--- config.mk ---
export PLATFORM = sky130hd
export DESIGN_NAME = osf_timer
export DESIGN_NICKNAME = d
export VERILOG_FILES = /design/src/verilog/osf_tick.v /design/src/verilog/osf_timer.v
export VERILOG_INCLUDE_DIRS = /design/src /design/src/verilog
export SDC_FILE = /design/constraint.sdc
export NUM_CORES = 1
export LEC_CHECK = 0
export ABC_AREA = 1
export BUFFER_PORTS_ARGS = -buffer_cell sky130_fd_sc_hd__buf_2
export CORE_MARGIN = 4
export CORE_UTILIZATION = 60
export DETAILED_ROUTE_END_ITERATION = 6
export HOLD_SLACK_MARGIN = 0.06
export PLACE_DENSITY = 0.79
export SETUP_SLACK_MARGIN = 0.2
export SLEW_MARGIN = 10
export SYNTH_ARGS = -nofsm -noshare
export SYNTH_HDL_FRONTEND = slang
export SYNTH_SLANG_ARGS = --single-unit
--- constraint.sdc ---
create_clock -name i_clock -period 3.3 [get_ports i_clock]
set_input_delay 0.66 -clock i_clock [delete_from_list [all_inputs] [get_ports i_clock]]
set_output_delay 0.66 -clock i_clock [all_outputs]
set_load 0.02 [all_outputs]
--- src/verilog/osf_map.vh ---
// Purpose: Register map, field layout and timing constants of the timer block
// Assumes: 100 MHz i_clock, 32-bit AHB-Lite register bus
// Notes:   Included by both design files; definitions only
`ifndef OSF_MAP_VH
`define OSF_MAP_VH

// Register byte offsets, one aligned word each
`define OSF_ADDR_W          8
`define OSF_OFS_CTRL        8'h00
`define OSF_OFS_PULSE_SET   8'h04
`define OSF_OFS_PULSE_CUR   8'h08
`define OSF_OFS_ON_SET      8'h0C
`define OSF_OFS_ON_CUR      8'h10
`define OSF_OFS_OFF_SET     8'h14
`define OSF_OFS_OFF_CUR     8'h18
`define OSF_OFS_RUN_SET     8'h1C
`define OSF_OFS_RUN_CUR     8'h20
`define OSF_OFS_STATUS      8'h24

// Control register fields
`define OSF_CTRL_W          8
`define OSF_CTRL_RST        8'h00
`define OSF_CTRL_PUNIT      1:0
`define OSF_CTRL_PPRIO      2
`define OSF_CTRL_FUNIT      5:4
`define OSF_CTRL_FMODE      7:6

// Status register fields
`define OSF_STAT_PULSE      0
`define OSF_STAT_PATTERN    1

// Value widths and limits
`define OSF_VAL_W           15
`define OSF_VAL_ZERO        15'h0000
`define OSF_VAL_ONE         15'h0001
`define OSF_PAD_W           17
`define OSF_PAD_ZERO        17'h0_0000

// Time base unit codes
`define OSF_UNIT_10MS       2'h0
`define OSF_UNIT_100MS      2'h1
`define OSF_UNIT_1S         2'h2

// Pattern run modes
`define OSF_MODE_CONT       2'h0
`define OSF_MODE_CYCLE      2'h1
`define OSF_MODE_TIME       2'h2

// Time base: 10 ms at 100 MHz, then decimal dividers
`define OSF_CLK_HZ          100000000
`define OSF_BASE_MS         10
`define OSF_CYC_10MS        20'hF_4240
`define OSF_PRE_W           20
`define OSF_PRE_ONE         20'h0_0001
`define OSF_PRE_ZERO        20'h0_0000
`define OSF_DIV_W           7
`define OSF_DIV_1           7'h01
`define OSF_DIV_10          7'h0A
`define OSF_DIV_100         7'h64
`define OSF_DIV_ZERO        7'h00
`define OSF_DIV_ONE         7'h01

// AHB-Lite encodings
`define OSF_HTRANS_NONSEQ   1
`define OSF_WORD_ZERO       32'h0000_0000

`endif

--- src/verilog/osf_tick.v ---
// Purpose: Time base tick generator, one tick per 10 ms, 100 ms or 1 s
// Assumes: i_restart realigns the tick to the start of a timed interval
// Notes:   10 ms prescale count is a parameter so simulation can shorten it
`include "osf_map.vh"
`default_nettype none

module osf_tick #(
	parameter [`OSF_PRE_W-1:0] CYC_10MS = `OSF_CYC_10MS
) (
	input  wire       i_clock,
	input  wire       i_reset,
	input  wire       i_restart,
	input  wire [1:0] i_unit,
	output reg        o_tick
);

	reg  [`OSF_PRE_W-1:0] pre_reg;
	reg  [`OSF_DIV_W-1:0] div_reg;
	reg  [`OSF_DIV_W-1:0] div_limit;
	wire                  pre_wrap;

	// Code 3 is unused and falls back to the 1 s unit
	always @* begin
		case (i_unit)
			`OSF_UNIT_10MS:  div_limit = `OSF_DIV_1;
			`OSF_UNIT_100MS: div_limit = `OSF_DIV_10;
			default:         div_limit = `OSF_DIV_100;
		endcase
	end

	assign pre_wrap = (pre_reg == CYC_10MS - `OSF_PRE_ONE);

	// Prescaler and decade divider; restart zeroes both
	always @(posedge i_clock) begin
		if (i_reset || i_restart) begin
			pre_reg <= `OSF_PRE_ZERO;
			div_reg <= `OSF_DIV_ZERO;
			o_tick  <= 1'b0;
		end else begin
			o_tick <= 1'b0;
			if (pre_wrap) begin
				pre_reg <= `OSF_PRE_ZERO;
				if (div_reg + `OSF_DIV_ONE >= div_limit) begin
					div_reg <= `OSF_DIV_ZERO;
					o_tick  <= 1'b1;
				end else begin
					div_reg <= div_reg + `OSF_DIV_ONE;
				end
			end else begin
				pre_reg <= pre_reg + `OSF_PRE_ONE;
			end
		end
	end

endmodule // osf_tick
`default_nettype wire

--- src/verilog/osf_timer.v ---
// Purpose: Single-pulse timer and on/off pattern generator with AHB-Lite registers
// Assumes: Trigger, clear and pattern inputs arrive from pins, asynchronous
// Notes:   Zero-wait-state slave; all durations count in the selected unit
//
// The AHB-Lite slave port and the placing of the registers are this design's own decisions.
`include "osf_map.vh"
`default_nettype none

// Overview of operation
// Each timer counts in a selectable unit of 10 ms, 100 ms or 1 s.
// Pulse duration setting accepts 0 to 32767 units.
// Trigger starts one pulse lasting exactly the set duration.
// Clear forces pulse output off at once, overriding the trigger.
// Zero duration makes the pulse timer act as a plain one-cycle pulse.
// Priority setting chooses time priority or input priority for pulse end.
// Pulse setting and elapsed count are readable by other blocks.
// Pattern on-phase duration accepts 0 to 32767 units.
// Pattern off-phase duration accepts 0 to 32767, set independently.
// Pattern output alternates between on and off phases.
// Cycle mode runs a preset number of on/off cycles, up to 32767.
// Time mode runs the pattern for a preset total time, up to 32767.
// Continuous mode runs the pattern only while the input is on.
// Pattern settings and current values are readable by other blocks.
// Software keeps every set time at least one evaluation interval long.
// Pulse starts on trigger rising edge; each pattern run starts on-phase.
module osf_timer #(
	parameter [`OSF_PRE_W-1:0] CYC_10MS = `OSF_CYC_10MS
) (
	input  wire        i_clock,
	input  wire        i_reset,
	input  wire        i_hsel,
	input  wire [31:0] i_haddr,
	input  wire [1:0]  i_htrans,
	input  wire        i_hwrite,
	input  wire [2:0]  i_hsize,
	input  wire [31:0] i_hwdata,
	input  wire        i_hready,
	output wire        o_hreadyout,
	output wire        o_hresp,
	output reg  [31:0] o_hrdata,
	input  wire        i_pulse_trigger,
	input  wire        i_pulse_clear,
	input  wire        i_pattern_input,
	output reg         o_pulse_out,
	output reg         o_pattern_out
);

	localparam [1:0] P_IDLE = 2'b01;
	localparam [1:0] P_ON   = 2'b10;
	localparam [2:0] F_IDLE = 3'b001;
	localparam [2:0] F_ON   = 3'b010;
	localparam [2:0] F_OFF  = 3'b100;

	reg  [2:0]            sync1_reg;
	reg  [2:0]            sync2_reg;
	reg  [2:0]            sync3_reg;
	reg  [2:0]            level_reg;
	reg  [2:0]            level_d_reg;
	reg  [`OSF_CTRL_W-1:0] ctrl_reg;
	reg  [`OSF_VAL_W-1:0] pulse_set_reg;
	reg  [`OSF_VAL_W-1:0] on_set_reg;
	reg  [`OSF_VAL_W-1:0] off_set_reg;
	reg  [`OSF_VAL_W-1:0] run_set_reg;
	reg  [`OSF_VAL_W-1:0] pulse_cnt_reg;
	reg  [`OSF_VAL_W-1:0] on_cnt_reg;
	reg  [`OSF_VAL_W-1:0] off_cnt_reg;
	reg  [`OSF_VAL_W-1:0] run_cnt_reg;
	reg  [1:0]            p_state_reg;
	reg  [2:0]            f_state_reg;
	reg  [2:0]            f_state_next;
	reg  [`OSF_VAL_W-1:0] on_cnt_next;
	reg  [`OSF_VAL_W-1:0] off_cnt_next;
	reg  [`OSF_VAL_W-1:0] run_cnt_next;
	reg                   wr_pend_reg;
	reg  [`OSF_ADDR_W-1:0] wr_addr_reg;
	reg  [31:0]           rd_word;
	wire                  bus_take;
	wire                  trig_lvl;
	wire                  clr_lvl;
	wire                  pin_lvl;
	wire                  trig_rise;
	wire                  pin_rise;
	wire                  pulse_tick;
	wire                  pattern_tick;
	wire                  pulse_start;
	wire                  run_start;
	wire [1:0]            run_mode;

	// Three-stage sync; a level change counts once stages two and three agree
	always @(posedge i_clock) begin
		if (i_reset) begin
			sync1_reg   <= 3'h0;
			sync2_reg   <= 3'h0;
			sync3_reg   <= 3'h0;
			level_reg   <= 3'h0;
			level_d_reg <= 3'h0;
		end else begin
			sync1_reg   <= {i_pattern_input, i_pulse_clear, i_pulse_trigger};
			sync2_reg   <= sync1_reg;
			sync3_reg   <= sync2_reg;
			level_reg   <= (sync2_reg & sync3_reg) | (level_reg & (sync2_reg ^ sync3_reg));
			level_d_reg <= level_reg;
		end
	end

	assign trig_lvl  = level_reg[0];
	assign clr_lvl   = level_reg[1];
	assign pin_lvl   = level_reg[2];
	assign trig_rise = level_reg[0] & ~level_d_reg[0];
	assign pin_rise  = level_reg[2] & ~level_d_reg[2];
	assign run_mode  = ctrl_reg[`OSF_CTRL_FMODE];

	// Pulse tick is realigned at each start so the duration is exact
	assign pulse_start = (p_state_reg == P_IDLE) && trig_rise && !clr_lvl;

	osf_tick #(.CYC_10MS(CYC_10MS)) u_pulse_tick (
		.i_clock   (i_clock),
		.i_reset   (i_reset),
		.i_restart (pulse_start),
		.i_unit    (ctrl_reg[`OSF_CTRL_PUNIT]),
		.o_tick    (pulse_tick)
	);

	osf_tick #(.CYC_10MS(CYC_10MS)) u_pattern_tick (
		.i_clock   (i_clock),
		.i_reset   (i_reset),
		.i_restart (run_start),
		.i_unit    (ctrl_reg[`OSF_CTRL_FUNIT]),
		.o_tick    (pattern_tick)
	);

	// Single-pulse timer; clear is checked first so it always wins
	always @(posedge i_clock) begin
		if (i_reset) begin
			p_state_reg   <= P_IDLE;
			pulse_cnt_reg <= `OSF_VAL_ZERO;
			o_pulse_out   <= 1'b0;
		end else if (clr_lvl) begin
			p_state_reg   <= P_IDLE;
			pulse_cnt_reg <= `OSF_VAL_ZERO;
			o_pulse_out   <= 1'b0;
		end else begin
			case (p_state_reg)
				P_IDLE: begin
					o_pulse_out <= 1'b0;
					if (pulse_start) begin
						pulse_cnt_reg <= `OSF_VAL_ZERO;
						o_pulse_out   <= 1'b1;
						if (pulse_set_reg != `OSF_VAL_ZERO)
							p_state_reg <= P_ON;
						// Zero set time gives a single-cycle pulse
					end
				end
				P_ON: begin
					// Input priority ends the pulse as soon as the trigger drops
					if (ctrl_reg[`OSF_CTRL_PPRIO] && !trig_lvl) begin
						p_state_reg <= P_IDLE;
						o_pulse_out <= 1'b0;
					end else if (pulse_tick) begin
						pulse_cnt_reg <= pulse_cnt_reg + `OSF_VAL_ONE;
						if (pulse_cnt_reg + `OSF_VAL_ONE >= pulse_set_reg) begin
							p_state_reg <= P_IDLE;
							o_pulse_out <= 1'b0;
						end
					end
				end
				default: begin
					p_state_reg <= P_IDLE;
					o_pulse_out <= 1'b0;
				end
			endcase
		end
	end

	// A run starts on input level (continuous) or input rising edge (counted)
	assign run_start = (f_state_reg == F_IDLE) &&
		((run_mode == `OSF_MODE_CONT) ? pin_lvl :
		 (pin_rise && run_set_reg != `OSF_VAL_ZERO));

	// Pattern generator next state; a zero-length phase is skipped at once
	always @* begin
		f_state_next = f_state_reg;
		on_cnt_next  = on_cnt_reg;
		off_cnt_next = off_cnt_reg;
		run_cnt_next = run_cnt_reg;
		case (f_state_reg)
			F_IDLE: begin
				if (run_start) begin
					f_state_next = F_ON;
					on_cnt_next  = `OSF_VAL_ZERO;
					off_cnt_next = `OSF_VAL_ZERO;
					run_cnt_next = `OSF_VAL_ZERO;
				end
			end
			F_ON: begin
				if (pattern_tick)
					on_cnt_next = on_cnt_reg + `OSF_VAL_ONE;
				if (on_set_reg == `OSF_VAL_ZERO ||
				    (pattern_tick && on_cnt_next >= on_set_reg)) begin
					f_state_next = F_OFF;
					off_cnt_next = `OSF_VAL_ZERO;
				end
			end
			F_OFF: begin
				if (pattern_tick)
					off_cnt_next = off_cnt_reg + `OSF_VAL_ONE;
				if (off_set_reg == `OSF_VAL_ZERO ||
				    (pattern_tick && off_cnt_next >= off_set_reg)) begin
					f_state_next = F_ON;
					on_cnt_next  = `OSF_VAL_ZERO;
					if (run_mode == `OSF_MODE_CYCLE) begin
						run_cnt_next = run_cnt_reg + `OSF_VAL_ONE;
						if (run_cnt_next >= run_set_reg)
							f_state_next = F_IDLE;
					end
				end
			end
			default: f_state_next = F_IDLE;
		endcase
		// Time mode counts total elapsed units across both phases
		if (f_state_reg != F_IDLE && run_mode == `OSF_MODE_TIME && pattern_tick) begin
			run_cnt_next = run_cnt_reg + `OSF_VAL_ONE;
			if (run_cnt_next >= run_set_reg)
				f_state_next = F_IDLE;
		end
		// Continuous mode follows the input level
		if (f_state_reg != F_IDLE && run_mode == `OSF_MODE_CONT && !pin_lvl)
			f_state_next = F_IDLE;
	end

	// Both phases zero leaves the output off instead of chattering
	always @(posedge i_clock) begin
		if (i_reset) begin
			f_state_reg   <= F_IDLE;
			on_cnt_reg    <= `OSF_VAL_ZERO;
			off_cnt_reg   <= `OSF_VAL_ZERO;
			run_cnt_reg   <= `OSF_VAL_ZERO;
			o_pattern_out <= 1'b0;
		end else begin
			f_state_reg   <= f_state_next;
			on_cnt_reg    <= on_cnt_next;
			off_cnt_reg   <= off_cnt_next;
			run_cnt_reg   <= run_cnt_next;
			o_pattern_out <= (f_state_next == F_ON) && (on_set_reg != `OSF_VAL_ZERO);
		end
	end

	// AHB-Lite slave: never stalls, always OKAY
	assign o_hreadyout = 1'b1;
	assign o_hresp     = 1'b0;
	assign bus_take    = i_hsel && i_hready && i_htrans[`OSF_HTRANS_NONSEQ];

	// Read mux by address-phase address; unmapped reads give zero
	always @* begin
		case (i_haddr[`OSF_ADDR_W-1:0])
			`OSF_OFS_CTRL:      rd_word = {24'h00_0000, ctrl_reg};
			`OSF_OFS_PULSE_SET: rd_word = {`OSF_PAD_ZERO, pulse_set_reg};
			`OSF_OFS_PULSE_CUR: rd_word = {`OSF_PAD_ZERO, pulse_cnt_reg};
			`OSF_OFS_ON_SET:    rd_word = {`OSF_PAD_ZERO, on_set_reg};
			`OSF_OFS_ON_CUR:    rd_word = {`OSF_PAD_ZERO, on_cnt_reg};
			`OSF_OFS_OFF_SET:   rd_word = {`OSF_PAD_ZERO, off_set_reg};
			`OSF_OFS_OFF_CUR:   rd_word = {`OSF_PAD_ZERO, off_cnt_reg};
			`OSF_OFS_RUN_SET:   rd_word = {`OSF_PAD_ZERO, run_set_reg};
			`OSF_OFS_RUN_CUR:   rd_word = {`OSF_PAD_ZERO, run_cnt_reg};
			`OSF_OFS_STATUS:    rd_word = {30'h0000_0000, o_pattern_out, o_pulse_out};
			default:            rd_word = `OSF_WORD_ZERO;
		endcase
	end

	// Address phase latch and read data; write lands in the data phase
	always @(posedge i_clock) begin
		if (i_reset) begin
			wr_pend_reg <= 1'b0;
			wr_addr_reg <= `OSF_OFS_CTRL;
			o_hrdata    <= `OSF_WORD_ZERO;
		end else begin
			wr_pend_reg <= bus_take && i_hwrite;
			if (bus_take) begin
				wr_addr_reg <= i_haddr[`OSF_ADDR_W-1:0];
				if (!i_hwrite)
					o_hrdata <= rd_word;
			end
		end
	end

	// Writable settings; each duration keeps the low 15 bits of the written word and control the low 8, higher bits are dropped
	always @(posedge i_clock) begin
		if (i_reset) begin
			ctrl_reg      <= `OSF_CTRL_RST;
			pulse_set_reg <= `OSF_VAL_ZERO;
			on_set_reg    <= `OSF_VAL_ZERO;
			off_set_reg   <= `OSF_VAL_ZERO;
			run_set_reg   <= `OSF_VAL_ZERO;
		end else if (wr_pend_reg) begin
			case (wr_addr_reg)
				`OSF_OFS_CTRL:      ctrl_reg      <= i_hwdata[`OSF_CTRL_W-1:0];
				`OSF_OFS_PULSE_SET: pulse_set_reg <= i_hwdata[`OSF_VAL_W-1:0];
				`OSF_OFS_ON_SET:    on_set_reg    <= i_hwdata[`OSF_VAL_W-1:0];
				`OSF_OFS_OFF_SET:   off_set_reg   <= i_hwdata[`OSF_VAL_W-1:0];
				`OSF_OFS_RUN_SET:   run_set_reg   <= i_hwdata[`OSF_VAL_W-1:0];
				default:            ctrl_reg      <= ctrl_reg;
			endcase
		end
	end

endmodule // osf_timer
`default_nettype wire

# Word-level counts from Yosys, hierarchy flattened
# Cells that the tools add are included.
[word_totals] input_bits=77 ram_bits=0 n_memories=0 elab_cells=187 latchBits=0 regBits=247 rom_bits=0
[op_classes] n_eq_ne=38 magnitude_cmp=6 addsub=8 n_div=0 n_mux=45 mul=0 n_shift=0 n_bitwise=11 reduce_logical=52
[op_table] cell="$mux 15" n=13
[op_table] cell="$pmux 15 s10" n=1
[op_table] cell="$pmux 15 s3" n=2
[op_table] cell="$add 15x1->15 const B" n=4
[op_table] cell="$ge 15x15->1" n=4
[op_table] cell="$pmux 15 s2" n=2
[op_table] cell="$eq 8x5->1 const B" n=6
[op_table] cell="$reduce_bool 15->1" n=3
[op_table] cell="$add 20x1->20 const B" n=2
[op_table] cell="$eq 20x20->1 const B" n=2
[op_table] cell="$logic_not 15->1" n=2
[op_table] cell="$pmux 7 s2" n=2
[op_table] cell="$eq 8x4->1 const B" n=3
[op_table] cell="$mux 3" n=6
[op_table] cell="$eq 8x3->1 const B" n=2
[op_table] cell="$eq 8x6->1 const B" n=2
[op_table] cell="$logic_not 8->1" n=2
[op_table] cell="$logic_and 1x1->1" n=15
[op_table] cell="$add 7x1->7 const B" n=2
[op_table] cell="$ge 7x7->1" n=2
[op_table] cell="$mux 2" n=7
[op_table] cell="$mux 7" n=2
[op_table] cell="$reduce_and 2->1" n=7
[op_table] cell="$reduce_and 4->1" n=3
[op_table] cell="26 further kinds" n=64

# Longest topological paths before layout
[depth] word_depth=13 depth_mapped=26 depth_no_buf=25

# Cells and area by module
# Synthesis repeated with hierarchy kept, for this count alone.
[hier_totals] cells_unflattened=1947 hier_area_um2=13556.8
[by_module_without_submodules] module="osf_timer" area_each_um2=10328.7 cells_per_inst=1493 n_inst=1 seq_area_each_um2=3463.3
[by_module_without_submodules] module="osf_tick" area_each_um2=1614.0 cells_per_inst=227 n_inst=2 seq_area_each_um2=560.5

# Worst setup path after synthesis
# No wires, ideal clock.
[synth_path] kind="register -> register" startpoint="register off_cnt_reg[0]" endpoint="register run_cnt_reg[10]" slack_ps=373 stages_incl_launch_ff=26 required_ps=3172 arrival_time_ps=2799 path_cell_list="dfxtp_1 ha_1 nand2_2 nor2_1 nand2_1 nor2_2 nand2_1 nor2_1 nand2_1 xor2_1 inv_1 ha_1 nand2_1 nor2_1 nand3_1 nor2_1 nand2_1 nand3_1 nand2_1 nand2_1 nand2_1 nand2_2 buf_2 nand3_1 nand2_1 nor2_1"
[synth_between] elab_chain_len=8
[synth_rtl] item="start, declared" line="osf_timer.v:66" source="reg [`OSF_VAL_W-1:0] off_cnt_reg;"
[synth_rtl] item="start signal, assigned" line="osf_timer.v:236" source="off_cnt_reg <= `OSF_VAL_ZERO;"
[synth_rtl] item="start signal, assigned" line="osf_timer.v:242" source="off_cnt_reg <= off_cnt_next;"
[synth_rtl] item="$add 15x1->15 (no line)"
[synth_rtl] item="$mux 15 *" line="osf_timer.v:205" source="if (pattern_tick)"
[synth_rtl] item="$mux 15 *" line="osf_timer.v:186" source="case (f_state_reg)"
[synth_rtl] item="$ge 15x15->1 *" line="osf_timer.v:208" source="(pattern_tick && off_cnt_next >= off_set_reg)) begin"
[synth_rtl] item="$logic_and 1x1->1 *" line="osf_timer.v:208"
[synth_rtl] item="$logic_or 1x1->1 *" line="osf_timer.v:207" source="if (off_set_reg == `OSF_VAL_ZERO ||"
[synth_rtl] item="$ne 3x3->1 (no line) *"
[synth_rtl] item="$reduce_and 4->1 (no line) *"
[synth_rtl] item="end signal, assigned" line="osf_timer.v:237" source="run_cnt_reg <= `OSF_VAL_ZERO;"
[synth_rtl] item="end signal, assigned" line="osf_timer.v:243" source="run_cnt_reg <= run_cnt_next;"
[synth_rtl] item="end, declared" line="osf_timer.v:67" source="reg [`OSF_VAL_W-1:0] run_cnt_reg;"
# Mark *: on every way between the ends. The rest lies on a longest branch, timed or not. The select of a mux whose other input is x is not followed.
# A chain may end at the register's enable or synchronous reset.

# Final worst setup path
[layout_path] startpoint="register on_cnt_reg[0]" endpoint="register off_cnt_reg[7]"
[layout_between] elab_chain_len=8
[layout_rtl] item="start, declared" line="osf_timer.v:65" source="reg [`OSF_VAL_W-1:0] on_cnt_reg;"
[layout_rtl] item="start signal, assigned" line="osf_timer.v:235" source="on_cnt_reg <= `OSF_VAL_ZERO;"
[layout_rtl] item="start signal, assigned" line="osf_timer.v:241" source="on_cnt_reg <= on_cnt_next;"
[layout_rtl] item="$add 15x1->15 (no line)"
[layout_rtl] item="$mux 15 *" line="osf_timer.v:196" source="if (pattern_tick)"
[layout_rtl] item="$mux 15 *" line="osf_timer.v:186"
[layout_rtl] item="$ge 15x15->1 *" line="osf_timer.v:199" source="(pattern_tick && on_cnt_next >= on_set_reg)) begin"
[layout_rtl] item="$logic_and 1x1->1 *" line="osf_timer.v:199"
[layout_rtl] item="$logic_or 1x1->1 *" line="osf_timer.v:198" source="if (on_set_reg == `OSF_VAL_ZERO ||"
[layout_rtl] item="$ne 2x2->1 (no line) *"
[layout_rtl] item="$reduce_and 3->1 (no line) *"
# Marked as above.

==> metrics.md <==
| Metric | Value |
|---|---|
| Congestion Overflow GR | `0` |
| Arrival time at the worst endpoint | `3780 ps` |
| Unique masters post-synth | `46` |
| Critical path type | `reg2reg` |
| Die extent in y | `157 um` |
| Clock sink count | `229` |
| Maximum clock frequency | `302 MHz` |
| Number of enable-type register cells in the synthesized netlist | `0` |
| Number of placement rows | `54` |
| Library cell with the largest summed area after synthesis | `sky130_fd_sc_hd__dfxtp_1` |
| ANT nets after route | `0` |
| Fraction of the mapped netlist area in simple logic gates | `29.1%` |
| Nets | `2192` |
| Power density cells | `406 nW/um^2` |
| Drt via density | `5.82` |
| Period utilization | `100%` |
| Adder and majority cell fraction of the synthesized area | `7.75%` |
| Synthesized area per cell | `6.85 sq um` |
| Inserted Clock Buffers | `27` |
| Worst-path cell chain | `buf_6 -> nand4_1 -> nor3_2 -> nand2_1 -> nor2_4 -> nand3_2 -> nor2_2 -> nand2_1 -> and2_4 -> ha_4 -> nand4_1 -> nor3b_2 -> nand2_1 -> nand3_2 -> nand2_2 -> nand3_4 -> nand2_4 -> buf_12 -> buf_12 -> nand2_1 -> nand2_1 -> nor2_1` |
| Synth cell count leaders | `sky130_fd_sc_hd__nand2_1 (399), sky130_fd_sc_hd__inv_1 (276), sky130_fd_sc_hd__dfxtp_1 (229), sky130_fd_sc_hd__nor2_1 (214), sky130_fd_sc_hd__a21oi_1 (162)` |
| Final count of pins violating max slew | `0` |
| Type of destination of the critical path | `register` |
| Post-CTS clock slew at the launch and capture registers of the worst setup and hold paths | `60 ps` |
| Full die area | `24800 sq um` |
| First-pass GRT wire length | `62.3 mm` |
| Total wire length after detailed routing | `41.3 mm` |
| Count of vias placed by the detailed router | `13.6k` |
| Antenna cells | `0` |
| CTS tree | `built` |
| Slew Limit Headroom | `45.6%` |
| Cell family with the largest share of critical-path delay | `simple AND/OR/NAND/NOR gates` |
| Failing checks | `negative setup slack` |
| Max clock buf depth | `3` |
| Synthesized-area fraction occupied by ao, oa, aoi and oai cells | `13.7%` |
| Data required, critical path | `3770 ps` |
| Cell chosen for the clock root | `sky130_fd_sc_hd__clkbuf_16` |
| Critical path startpoint category | `register` |
| Worst Path Max Fanout | `9` |
| Min-delay src | `i_pulse_trigger` |
| WHS Path Cells | `3` |
| Run status | `complete, but fails checks` |
| Worst-case register-to-register setup slack | `-8 ps` |
| Area of the core | `21900 sq um` |
| Launching point of the worst reg2reg path | `on_cnt_reg[0]` |
| Largest family of logic cells by synthesized area | `simple AND/OR/NAND/NOR gates` |
| Worst path setup slack after routing | `-8.20 ps` |
| Share of cell area taken by muxes after synthesis | `0%` |
| Horiz. Die Dim | `157 um` |
| Unrepaired setup endpoints after global routing | `true` |
| Static leakage | `0.00674 uW` |
| Number of antenna violations at the first check in global routing | `0` |
| DRT Pass-1 Iters | `7` |
| Number of remaining DRC errors | `0` |
| Cells after synthesis | `1956` |
| Worst Max-Slew Pin Slew | `815 ps` |
| Flops & latches, synth | `229` |
| Warnings, synthesis | `0` |
| XOR/XNOR share of the synthesized area | `4.12%` |
| Sequential fraction of the synthesis area | `34.2%` |
| Post-synthesis to final-layout area growth | `16.9%` |
| Global-route usage over all layers | `31.3%` |
| CP bufs+invs | `3` |
| Worst path most repeated cell | `sky130_fd_sc_hd__nand2_1` |
| # Max-Cap Violations | `0` |
| Post-route total power | `6360 uW` |
| Cell with the largest stage delay on the worst path | `sky130_fd_sc_hd__dfxtp_4` |
| Pre-CTS worst setup slack | `-39.6 ps` |
| Most common cell in the netlist | `sky130_fd_sc_hd__nand2_1` |
| Clock skew | `19.7 ps` |
| Clock latency reported for the late side of the worst-skew pair | `540 ps` |
| Average wire per standard cell | `17.7 um` |
| Share of flip-flops with an asynchronous set or reset | `0%` |
| I/O pin count | `113` |
| Via count of the first global-routing pass | `12.2k` |
| Top FF cell, synth | `sky130_fd_sc_hd__dfxtp_1` |
| Post-synth top area share | `34.2%` |
| CP peak stage delay | `360 ps` |
| Count of H-tree levels built during CTS | `1` |
| Final GP Congestion | `0.991` |
| Endpoints failing hold | `0` |
| Cells on worst reg2reg path | `22` |
| Initial DRC Count | `1315` |
| Maximum number of pins on one net before global-route repair | `81` |
| Largest cells by area after synthesis | `sky130_fd_sc_hd__dfxtp_1 (34%), sky130_fd_sc_hd__nand2_1 (11%), sky130_fd_sc_hd__ha_1 (7.8%)` |
| Endpoint of the lowest-slack register-to-register path | `off_cnt_reg[7]` |
| Class of the tightest hold or removal check | `in2reg` |
| VDD IR max | `0.000465 V` |
| Starting density of the core | `61.2%` |
| Shortest period the worst path allows | `3310 ps` |
| Total of endpoints with negative setup slack in the final report | `1` |
| Netlist area before placement | `13400 sq um` |
| Half-perimeter wire length after placement | `29.2 mm` |
| Share of layout cells above drive strength 1 | `13.9%` |
| Endpoint of the worst hold-timing path | `sync1_reg[0]` |
| Count of port buffers added during placement | `48` |
layout by cell type (no fill, tap or decap), types with 5 or more instances in the layout:
cell | Yosys | final
sky130_fd_sc_hd__o21ai_1 | 2 | 8
sky130_fd_sc_hd__nor2_2 | 14 | 15
sky130_fd_sc_hd__buf_6 | 5 | 9
sky130_fd_sc_hd__buf_2 | 14 | 48
sky130_fd_sc_hd__a21oi_1 | 162 | 160
sky130_fd_sc_hd__nand3b_1 | 5 | 5
sky130_fd_sc_hd__nor2_1 | 214 | 206
sky130_fd_sc_hd__nor2_4 | 1 | 8
sky130_fd_sc_hd__nand2_1 | 399 | 382
sky130_fd_sc_hd__nand3_2 | 1 | 9
sky130_fd_sc_hd__nor3_1 | 35 | 32
sky130_fd_sc_hd__nand2_4 | 1 | 7
sky130_fd_sc_hd__o21ai_0 | 116 | 110
sky130_fd_sc_hd__xor2_2 | 0 | 5
sky130_fd_sc_hd__clkbuf_8 | 0 | 10
sky130_fd_sc_hd__nand2_2 | 13 | 23
sky130_fd_sc_hd__inv_1 | 276 | 270
sky130_fd_sc_hd__nand4_1 | 59 | 59
sky130_fd_sc_hd__inv_2 | 5 | 9
sky130_fd_sc_hd__o22ai_1 | 47 | 47
sky130_fd_sc_hd__ha_1 | 83 | 72
sky130_fd_sc_hd__nand3_1 | 86 | 77
sky130_fd_sc_hd__nor4_1 | 21 | 20
sky130_fd_sc_hd__ha_4 | 0 | 9
sky130_fd_sc_hd__dfxtp_1 | 229 | 218
sky130_fd_sc_hd__nor3_2 | 10 | 10
sky130_fd_sc_hd__nor3_4 | 4 | 7
sky130_fd_sc_hd__dfxtp_2 | 0 | 8
sky130_fd_sc_hd__clkbuf_16 | 0 | 27
sky130_fd_sc_hd__conb_1 | 2 | 19
sky130_fd_sc_hd__xnor2_1 | 9 | 9
sky130_fd_sc_hd__xor2_1 | 54 | 48
sky130_fd_sc_hd__buf_4 | 21 | 44
logic make-up after synthesis:
kind of cell	count (synthesis)
other	2
AND/OR/NAND/NOR	874
buffers and inverters	359
XOR/XNOR	63
flip-flops	229
adder cells (fa/ha/maj)	83
AO/OA/AOI/OAI	346
layer usage:
metal  wire length [um]  share of wire, %  GRT usage, %  vias to the layer above
met5                  0                 0             0                        -
met4               2570               6.2          14.4                        0
met3               3800               9.2          5.17                      185
met2              18900                46          51.6                      711
met1              16000                39          40.3                     6183
li1                   -                 -             -                     6498
report_power, final:
group	total [uW]	internal (uW)	switching, uW
Sequential	2810	2790	18.7
Combinational	301	84.0	217
Clock	3260	2030	1220
Total	6360	4910	1460
worst max-delay path by stage:
stage | slack (ps) | cells past startpoint | endpoint | start
floorplan | 370 | 25 | run_cnt_reg[10] | off_cnt_reg[0]
global placement | 20 | 25 | run_cnt_reg[12] | off_cnt_reg[0]
detailed placement | -40 | 20 | off_cnt_reg[9] | u_pattern_tick.o_tick
CTS | 200 | 22 | off_cnt_reg[9] | on_cnt_reg[0]
global route | -130 | 22 | off_cnt_reg[6] | on_cnt_reg[0]
finish | -8 | 22 | off_cnt_reg[7] | on_cnt_reg[0]
worst min-delay path: stages:
cell	delay [ps]
sky130_fd_sc_hd__buf_2	70
sky130_fd_sc_hd__inv_1	30
sky130_fd_sc_hd__nor2_1	60
stage by stage:
| stage | setup TNS [ps] | hold slack, ps | instance area (sq um) | utilization, % | instances |
|---|---|---|---|---|---|
| 2_1_floorplan | 0 | 388 | 13500 | - | 1973 |
| 3_3_place_gp | 0 | 391 | 13800 | 63.1 | 2246 |
| 3_5_place_dp | -205 | 399 | 13800 | 63.1 | 2246 |
| 4_1_cts | 0 | 311 | 15100 | 69.2 | 2314 |
| 5_1_grt | -1590 | 320 | 15700 | 71.5 | 2332 |
| 6_report | -8.20 | 330 | 15700 | 71.5 | 2332 |
layout make-up:
cell class	instances	area, sq um
sequential	229	4610
clock inverter	11	170
clock buffer	38	817
timing repair buffer	107	795
tap	280	350
fill	1787	6230
multi-input combinational	1386	7860
inverter	281	1060
what timing repair did:
action                     CTS  global route
buffers inserted            18            17
hold buffers                 0             0
setup endpoints to repair   48            52
gates cloned                 1             1
pin swaps                   20            58
resized for setup           37            88
Note: power is estimated with default switching activity, not from simulation.
